File: src/rtl/usb_dma_route_pkg.sv
// constants shared by the usb read-endpoint dma request router
package usb_dma_route_pkg;

    // ------------------------------------------------------------------
    // register offsets (word index on the plain register port)
    // ------------------------------------------------------------------
    localparam logic [3:0] CTRL_OFFSET   = 4'h0;  // usb_dma_transfer_control
    localparam logic [3:0] STATUS_OFFSET = 4'h1;  // routing status, read only

    // ------------------------------------------------------------------
    // usb_dma_transfer_control fields
    // ------------------------------------------------------------------
    localparam int READ_ENDPOINT_DMA_ENABLE_BIT = 15;
    localparam int READ_CHANNEL_SELECT_HI_BIT   = 14;
    localparam int READ_CHANNEL_SELECT_LO_BIT   = 13;
    localparam int RESERVED_BIT                 = 12;

    // ------------------------------------------------------------------
    // status fields
    // ------------------------------------------------------------------
    localparam int STATUS_ACTIVE_LSB = 0;   // dma_active of the four channels
    localparam int STATUS_HOLD_BIT   = 4;   // a word waits for the channel
    localparam int STATUS_LEVEL_LSB  = 8;   // fifo fill level, 5 bits
    localparam int STATUS_LEVEL_W    = 5;

    // ------------------------------------------------------------------
    // reset values and sizes
    // ------------------------------------------------------------------
    localparam logic       ENABLE_RESET   = 1'b0;
    localparam logic [1:0] SELECT_RESET   = 2'h0;
    localparam logic       RESERVED_RESET = 1'b0;
    localparam logic [15:0] RDATA_RESET   = 16'h0000;
    localparam int CHANNELS     = 4;
    localparam int DATA_W       = 16;
    localparam int FIFO_DEPTH   = 16;
    localparam int FIFO_MAX_DEPTH = 16;

endpackage : usb_dma_route_pkg

File: src/rtl/word_fifo.sv
// flip-flop fifo with valid/ready on both sides
`timescale 1ns/1ps
`default_nettype none

module word_fifo #(
    parameter int WIDTH = 16,
    parameter int DEPTH = 16
) (
    // clock and reset
    input  wire logic                       clk,
    input  wire logic                       reset_n,
    // filling side
    input  wire logic [WIDTH-1:0]           in_data,
    input  wire logic                       in_valid,
    output logic                            in_ready,
    // draining side
    output logic [WIDTH-1:0]                out_data,
    output logic                            out_valid,
    input  wire logic                       out_ready,
    // fill level
    output logic [$clog2(DEPTH):0]          level
);

    localparam int AW = $clog2(DEPTH);

    // ------------------------------------------------------------------
    // elaboration check
    // ------------------------------------------------------------------
    if (DEPTH < 2 || (1 << AW) != DEPTH || WIDTH < 1) begin : g_bad
        $error("word_fifo: depth must be a power of two of at least 2");
    end

    typedef struct packed {
        logic [DEPTH-1:0][WIDTH-1:0] mem;
        logic [AW-1:0]               wr_ptr;
        logic [AW-1:0]               rd_ptr;
        logic [AW:0]                 count;
        logic                        full;
    } fifo_state_t;

    fifo_state_t state;
    fifo_state_t next_state;
    logic        push;
    logic        pop;

    // full is kept as its own flop so that in_ready is a clean register
    assign push      = in_valid && !state.full;
    assign pop       = out_ready && (state.count != '0);
    assign in_ready  = !state.full;
    assign out_valid = state.count != '0;
    assign out_data  = state.mem[state.rd_ptr];
    assign level     = state.count;

    // pointer and count update
    always_comb begin
        next_state = state;
        if (push) begin
            next_state.mem[state.wr_ptr] = in_data;
            next_state.wr_ptr = state.wr_ptr + 1'b1;
        end
        if (pop) begin
            next_state.rd_ptr = state.rd_ptr + 1'b1;
        end
        if (push && !pop) begin
            next_state.count = state.count + 1'b1;
        end else if (pop && !push) begin
            next_state.count = state.count - 1'b1;
        end
        next_state.full = next_state.count == (AW + 1)'(DEPTH);
    end

    // state register
    always_ff @(posedge clk or negedge reset_n) begin
        if (!reset_n) begin
            state <= '0;
        end else begin
            state <= next_state;
        end
    end

endmodule // word_fifo

`default_nettype wire

File: src/rtl/usb_read_dma_route.sv
// routes usb read-endpoint transfer requests to one of four dma channels
//
// The placing of the registers and the address-and-strobe port were chosen for this implementation.
`timescale 1ns/1ps
`default_nettype none

// Operation
// - enable set makes usb request activation source
// - data flows out of usb endpoint to dma
// - accepting channel ignores its external request pin
// - select 00..11 picks channel 0..3
// - selected channel answers usb request, not pin
module usb_read_dma_route #(
    parameter int DATA_W     = usb_dma_route_pkg::DATA_W,
    parameter int FIFO_DEPTH = usb_dma_route_pkg::FIFO_DEPTH
) (
    // clock and reset
    input  wire logic                 MCLK,
    input  wire logic                 RESET_N,
    // register port
    input  wire logic [3:0]           REG_ADDR,
    input  wire logic [15:0]          REG_WDATA,
    input  wire logic                 REG_WR,
    input  wire logic                 REG_RD,
    output logic [15:0]               REG_RDATA,
    // usb read endpoint fifo side
    input  wire logic [DATA_W-1:0]    USB_RD_DATA,
    input  wire logic                 USB_RD_VALID,
    output logic                      USB_RD_READY,
    // dma channel side
    input  wire logic [3:0]           EXT_EXTERNAL_DMA_REQUEST_PIN,
    input  wire logic [3:0]           DMA_ACTIVE,
    output logic [3:0]                CH_REQ,
    input  wire logic [3:0]           CH_ACK,
    output logic [DATA_W-1:0]         CH_DATA
);

    localparam int LEVEL_W = $clog2(FIFO_DEPTH) + 1;

    // ------------------------------------------------------------------
    // elaboration checks
    // ------------------------------------------------------------------
    if (FIFO_DEPTH > usb_dma_route_pkg::FIFO_MAX_DEPTH || FIFO_DEPTH < 2) begin : g_bad_depth
        $error("usb_read_dma_route: fifo depth must lie in 2..16");
    end
    if (DATA_W < 1) begin : g_bad_width
        $error("usb_read_dma_route: data width must be positive");
    end

    // ------------------------------------------------------------------
    // behaviour in brief
    // ------------------------------------------------------------------
    // control word, offset 0:
    //   bit 15  enable for the read-endpoint request path
    //   bit 14  routed channel, high bit
    //   bit 13  routed channel, low bit
    //   bit 12  plain storage bit, reads back what was written
    //   others  read as zero, writes to them are dropped
    // status word, offset 1, read only:
    //   bits 3:0   active flags of the four channels, passed through
    //   bit 4      output stage holds a word for the routed channel
    //   bits 12:8  number of words waiting in the fifo
    // data path: endpoint -> fifo -> one-word output stage -> channel.
    // the stage is what the routed channel sees; its request is high
    // exactly while the stage is full, and each ack on that channel
    // takes one word and lets the next one in on the same edge.
    // channels that are not routed copy their pin one cycle late, so
    // every request output is a flop and an unrouted pin sees one cycle of
    // latency; the pin of the routed channel is not seen at all.
    // limitation: nothing here stops software from moving the route
    // while a channel is mid-transfer; a word left in the stage then
    // simply waits for the new channel, so the old one may see a
    // short run. keeping the route still is the driver's job.
    // the fifo keeps filling while the path is disabled, which lets
    // software arm the channel after the first words have arrived.
    // reset puts the path back on the pins: enable and select clear,
    // and any word in the stage or fifo is lost.

    // ------------------------------------------------------------------
    // state
    // ------------------------------------------------------------------
    typedef struct packed {
        logic              enable;      // read_endpoint_dma_enable
        logic [1:0]        sel;         // read_channel_select_hi/lo
        logic              reserved;    // stored, no effect
        logic              hold_valid;  // output stage holds a word
        logic [DATA_W-1:0] hold_data;
        logic [3:0]        req;         // activation request per channel
        logic [15:0]       rdata;
    } route_state_t;

    route_state_t state;
    route_state_t next_state;

    logic [DATA_W-1:0]  fifo_out_data;
    logic               fifo_out_valid;
    logic               fifo_out_ready;
    logic [LEVEL_W-1:0] fifo_level;
    logic               fifo_in_ready;
    logic               pop;

    // ------------------------------------------------------------------
    // endpoint data buffer
    // ------------------------------------------------------------------
    // words travel from the usb endpoint toward the dma channel only
    word_fifo #(
        .WIDTH (DATA_W),
        .DEPTH (FIFO_DEPTH)
    ) u_fifo (
        .clk       (MCLK),
        .reset_n   (RESET_N),
        .in_data   (USB_RD_DATA),
        .in_valid  (USB_RD_VALID),
        .in_ready  (fifo_in_ready),
        .out_data  (fifo_out_data),
        .out_valid (fifo_out_valid),
        .out_ready (fifo_out_ready),
        .level     (fifo_level)
    );

    // an ack from a channel that is not the routed one never pops the stage
    assign pop            = state.enable && state.hold_valid && CH_ACK[state.sel];
    // the stage refills from the fifo when empty or being emptied
    assign fifo_out_ready = !state.hold_valid || pop;

    // ------------------------------------------------------------------
    // next-state logic
    // ------------------------------------------------------------------
    always_comb begin
        next_state = state;

        // register writes; the router trusts software to leave the
        // enable and select alone while the routed channel is active
        if (REG_WR && REG_ADDR == usb_dma_route_pkg::CTRL_OFFSET) begin
            next_state.enable =
                REG_WDATA[usb_dma_route_pkg::READ_ENDPOINT_DMA_ENABLE_BIT];
            next_state.sel = {
                REG_WDATA[usb_dma_route_pkg::READ_CHANNEL_SELECT_HI_BIT],
                REG_WDATA[usb_dma_route_pkg::READ_CHANNEL_SELECT_LO_BIT]};
            next_state.reserved = REG_WDATA[usb_dma_route_pkg::RESERVED_BIT];
        end

        // output stage: hand the head word to the routed channel
        if (fifo_out_ready) begin
            next_state.hold_valid = fifo_out_valid;
            if (fifo_out_valid) begin
                next_state.hold_data = fifo_out_data;
            end
        end

        // request routing, computed from the next stage so that the
        // request drops in the same cycle the last word is taken
        for (int c = 0; c < usb_dma_route_pkg::CHANNELS; c++) begin
            if (next_state.enable && next_state.sel == 2'(c)) begin
                // usb request replaces the external pin on this channel
                next_state.req[c] = next_state.hold_valid;
            end else begin
                next_state.req[c] = EXT_EXTERNAL_DMA_REQUEST_PIN[c];
            end
        end

        // register reads, answered in the following cycle only
        next_state.rdata = usb_dma_route_pkg::RDATA_RESET;
        if (REG_RD) begin
            case (REG_ADDR)
                usb_dma_route_pkg::CTRL_OFFSET: begin
                    next_state.rdata[usb_dma_route_pkg::READ_ENDPOINT_DMA_ENABLE_BIT] =
                        state.enable;
                    next_state.rdata[usb_dma_route_pkg::READ_CHANNEL_SELECT_HI_BIT] =
                        state.sel[1];
                    next_state.rdata[usb_dma_route_pkg::READ_CHANNEL_SELECT_LO_BIT] =
                        state.sel[0];
                    next_state.rdata[usb_dma_route_pkg::RESERVED_BIT] = state.reserved;
                end
                usb_dma_route_pkg::STATUS_OFFSET: begin
                    next_state.rdata[usb_dma_route_pkg::STATUS_ACTIVE_LSB +: 4] =
                        DMA_ACTIVE;
                    next_state.rdata[usb_dma_route_pkg::STATUS_HOLD_BIT] =
                        state.hold_valid;
                    next_state.rdata[usb_dma_route_pkg::STATUS_LEVEL_LSB +:
                                     usb_dma_route_pkg::STATUS_LEVEL_W] =
                        usb_dma_route_pkg::STATUS_LEVEL_W'(fifo_level);
                end
                default: begin
                    // unmapped offsets read as zero
                    next_state.rdata = usb_dma_route_pkg::RDATA_RESET;
                end
            endcase
        end
    end

    // ------------------------------------------------------------------
    // state register
    // ------------------------------------------------------------------
    // reset leaves every channel on its external pin
    always_ff @(posedge MCLK or negedge RESET_N) begin
        if (!RESET_N) begin
            state.enable     <= usb_dma_route_pkg::ENABLE_RESET;
            state.sel        <= usb_dma_route_pkg::SELECT_RESET;
            state.reserved   <= usb_dma_route_pkg::RESERVED_RESET;
            state.hold_valid <= 1'b0;
            state.hold_data  <= '0;
            state.req        <= '0;
            state.rdata      <= usb_dma_route_pkg::RDATA_RESET;
        end else begin
            state <= next_state;
        end
    end

    // ------------------------------------------------------------------
    // outputs, all from flops
    // ------------------------------------------------------------------
    assign REG_RDATA    = state.rdata;
    assign CH_REQ       = state.req;
    assign CH_DATA      = state.hold_data;
    assign USB_RD_READY = fifo_in_ready;  // registered full flag inside the fifo

endmodule // usb_read_dma_route

`default_nettype wire

File: config.mk
export PLATFORM = sky130hd
export DESIGN_NAME = usb_read_dma_route
export DESIGN_NICKNAME = d
export VERILOG_FILES = /design/src/rtl/usb_dma_route_pkg.sv /design/src/rtl/word_fifo.sv /design/src/rtl/usb_read_dma_route.sv
export SDC_FILE = /design/constraint.sdc
export NUM_CORES = 1
export LEC_CHECK = 0
export ABC_AREA = 1
export BUFFER_PORTS_ARGS = -buffer_cell sky130_fd_sc_hd__buf_2
export CAP_MARGIN = 20
export CORE_MARGIN = 1.5
export CORE_UTILIZATION = 40
export CTS_BUF_LIST = sky130_fd_sc_hd__clkbuf_16
export CTS_CLUSTER_DIAMETER = 50
export CTS_CLUSTER_SIZE = 8
export DETAILED_ROUTE_END_ITERATION = 8
export HOLD_SLACK_MARGIN = 0.03
export PLACE_DENSITY = 0.66
export SYNTH_ARGS = -nofsm -noshare
export SYNTH_HDL_FRONTEND = slang
export SYNTH_SLANG_ARGS = --single-unit
export TNS_END_PERCENT = 30
File: constraint.sdc
create_clock -name MCLK -period 1.7 [get_ports MCLK]
set_clock_uncertainty 0.15 [all_clocks]
set_input_delay 0.51 -clock MCLK [delete_from_list [all_inputs] [get_ports MCLK]]
set_output_delay 0.51 -clock MCLK [all_outputs]
set_load 0.01 [all_outputs]
==> results.yml <==
status:
  outcome: "finished with violations"
  failed_checks: "setup timing"
drt:
  drtAntennaViolNets: 0
  drt_iter0_markers: 1244
  dr.pass1.iters: 7
  totalWireLength_um: 48100
  vias: 12700
  route.detailed.drc: 0
  via_per_inst: 5.67
  post_drt_wl_per_cell_um: 21.5
logic_synthesis:
  synthTopCellsByCount: "dfrtp_1, o21ai_0, nand2_1"
  synth.yosys.warnings: 0
  yosysMostFrequentCell: "dfrtp_1"
  async_reset_ff_share_pct: 100
  netlist_top_cells_area: "dfrtp_1, o21ai_0, a21oi_1"
  muxShareOfSynthArea_pct: 0.0798
  synthXorXnorAreaFrac_pct: 0.621
  seq_area_frac_synth_pct: 54.6
  ys.flop_type: "dfrtp_1"
  yosys.area.top_type: "dfrtp_1"
  synth_fa_ha_area_share_pct: 0.621
  synth-edff-count: 0
  syn_area_um2: 14100
  synth-compound-area-share_pct: 19.6
  yosysUniqueCellTypes: 39
  avgSynthCellArea_um2: 8.69
  synth_top_family_by_area: "compound AO/OA/AOI/OAI gates"
  synth_top_area_share_pct: 54.6
  synth-seq-cells: 308
  postSynthCellCount: 1623
  yosys.area_share.simple_pct: 15.0
final_layout:
  synthToLayoutAreaGrowth_pct: 32.1
  num-nets-final: 1829
  final_util_pct: 53.8
  drive_above_1_share_pct: 24.8
die:
  die-width_um: 191
  die_y_um: 191
  core_area_um2: 34600
  die_area_um2: 36400
  io_pins: 90
  initial_utilization_pct: 40.7
  row_count: 68
place:
  dp_hpwl_um: 24500
  io_buffers: 74
  dp_slack_ns: -0.206
  place.gp.congestion: 0.801
setup_path:
  arrival_ns: 2.16
  critical_path_class: "flip-flop to flip-flop"
  critical_path.startpoint_type: "flip-flop"
  end_kind: "flip-flop"
  cp.required_ns: 2.03
  slowest_stage: "dfrtp_4"
  crit_fanout: 4
  crit_chain: "buf_12 -> buf_8 -> buf_4 -> a21oi_2 -> o21ai_1 -> nand3_2 -> o211ai_1 -> a31oi_1"
  crit_path_max_incr_delay_ns: 0.51
global_routing:
  grtUsageTotal_pct: 23.5
  grt_pass1_wl_um: 66200
  antenna_found_initial: 6
  grt_max_degree: 61
  overflow: 0
  first_global_vias: 12100
sta:
  period_minus_slack_ns: 1.83
  hold-worst-slack_ns: 0.0582
  fin_ws_ns: -0.130
  post-route-period-util_pct: 108
  hold_viol: 0
  finalSetupViolCount: 47
  drv_slew: 0
  fmax_mhz: 546
  rsz0062_at_grt: "yes"
run:
  drv_cap: 0
pwr:
  peakVddDrop_v: 0.000935
  totalPowerFinal_mw: 37.5
  powerDensity_nw_per_um2: 2010
  p_leak_nw: 8.15
cts:
  clkTransAtPathRegs_ns: 0.05
  cts_tree: "built"
  cts_max_path_buffers: 3
  clkLatencyLatePin_ns: 0.56
  cts_buffers: 45
  cts_sinks: 308
  root_buffer: "clkbuf_16"
  htree_num_levels: 2
min_path:
  hold_class: "primary input to flip-flop"
## state kept, by name, indices dropped and copies added (netlist names)
register	flops
REG_RDATA	13
CH_REQ	4
state	5
u_fifo.level	5
u_fifo.state	265
CH_DATA	16
## final timing paths
path | from | slack [ns] | endpoint | cells past startpoint
worst min register to register | u_fifo.state[54]$_DFFE_PN0P_ | 0.33 | u_fifo.state[54]$_DFFE_PN0P_ | 2
worst max-delay path | u_fifo.state[6]$_DFFE_PN0P_ | -0.13 | CH_DATA[3]$_DFFE_PN0P_ | 8
worst max register to register | u_fifo.state[6]$_DFFE_PN0P_ | -0.13 | CH_DATA[3]$_DFFE_PN0P_ | 8
worst min-delay path | REG_WDATA[12] | 0.06 | state[37]$_DFFE_PN0N_ | 2
max in group asynchronous | RESET_N | 0.53 | u_fifo.state[151]$_DFFE_PN0P_ | 4
min in group asynchronous | RESET_N | 0.25 | u_fifo.state[49]$_DFFE_PN0P_ | 2
## cell families (layout without fill, tap and decap cells)
family                   count (synthesis)  count (layout)
AO/OA/AOI/OAI                          516             516
AND/OR/NAND/NOR                        494             494
multiplexers                             1               1
adder cells (fa/ha/maj)                  7               7
flip-flops                             308             308
other                                    1               6
XOR/XNOR                                10              10
buffers and inverters                  286             439
## final cells by class
type / instances / area, µm²
inverter: 146 / 602
sequential: 308 / 7710
tap: 455 / 569
clock inverter: 11 / 97.6
clock buffer: 45 / 1130
timing repair buffer: 237 / 2800
fill: 2975 / 16000
antenna: 3 / 7.51
multi-input combinational: 1031 / 5710
## layout by cell type, fill, tap and decap left out, types with 11 or more instances in the layout
cell,instances
nor2_4,18
a21oi_2,23
nand3_1,63
clkbuf_16,61
o21ai_1,40
o22ai_1,14
a31oi_1,14
nor2_2,29
buf_4,73
clkinv_1,21
dfrtp_1,305
nand3_2,16
inv_2,11
buf_6,34
o21ai_0,214
o211ai_1,46
o21ai_2,12
buf_2,54
a21oi_1,140
nand2_1,207
nor2_1,129
inv_1,117
buf_12,40
## power breakdown
part	internal [mW]	switching [mW]	total, mW	leakage (nW)
Sequential	10.8	1.85	12.7	3.68
Clock	4.82	3.19	8.01	0.613
Combinational	7.23	9.57	16.8	3.85
## repair_timing
item,in CTS,in global routing
buffers inserted,23,15
hold buffers,5,0
endpoints found under the hold margin,266,0
endpoints found under the setup margin,47,203
pin swaps,31,61
gates resized for setup,98,179
cloned,9,21
## critical path, delay by kind of cell, from the launching register on
| kind | cells | cell delay (ns) |
|---|---|---|
| buffers and inverters | 3 | 0.45 |
| DFF | 1 | 0.51 |
| and+or+nand+nor | 1 | 0.13 |
| AOI/OAI and AO/OA | 4 | 0.52 |
## stage by stage
stage               setup TNS, ns  std cells  area, µm²
global route                -5.98       2236      18600
finish                      -2.09       2236      18600
CTS                         -1.84       2199      17400
global placement            -3.07       2106      15400
floorplan                       0       1625      14100
detailed placement          -5.22       2106      15400
## layer usage
metal	routed length, µm	global-route usage [%]	vias up
met3	5010	4.42	151
met1	18400	30.0	6180
li1	-	-	5650
met4	2360	9.18	0
met2	22300	39.2	700
met5	0	0	-
No activity file was read; power rests on OpenSTA's default activity.
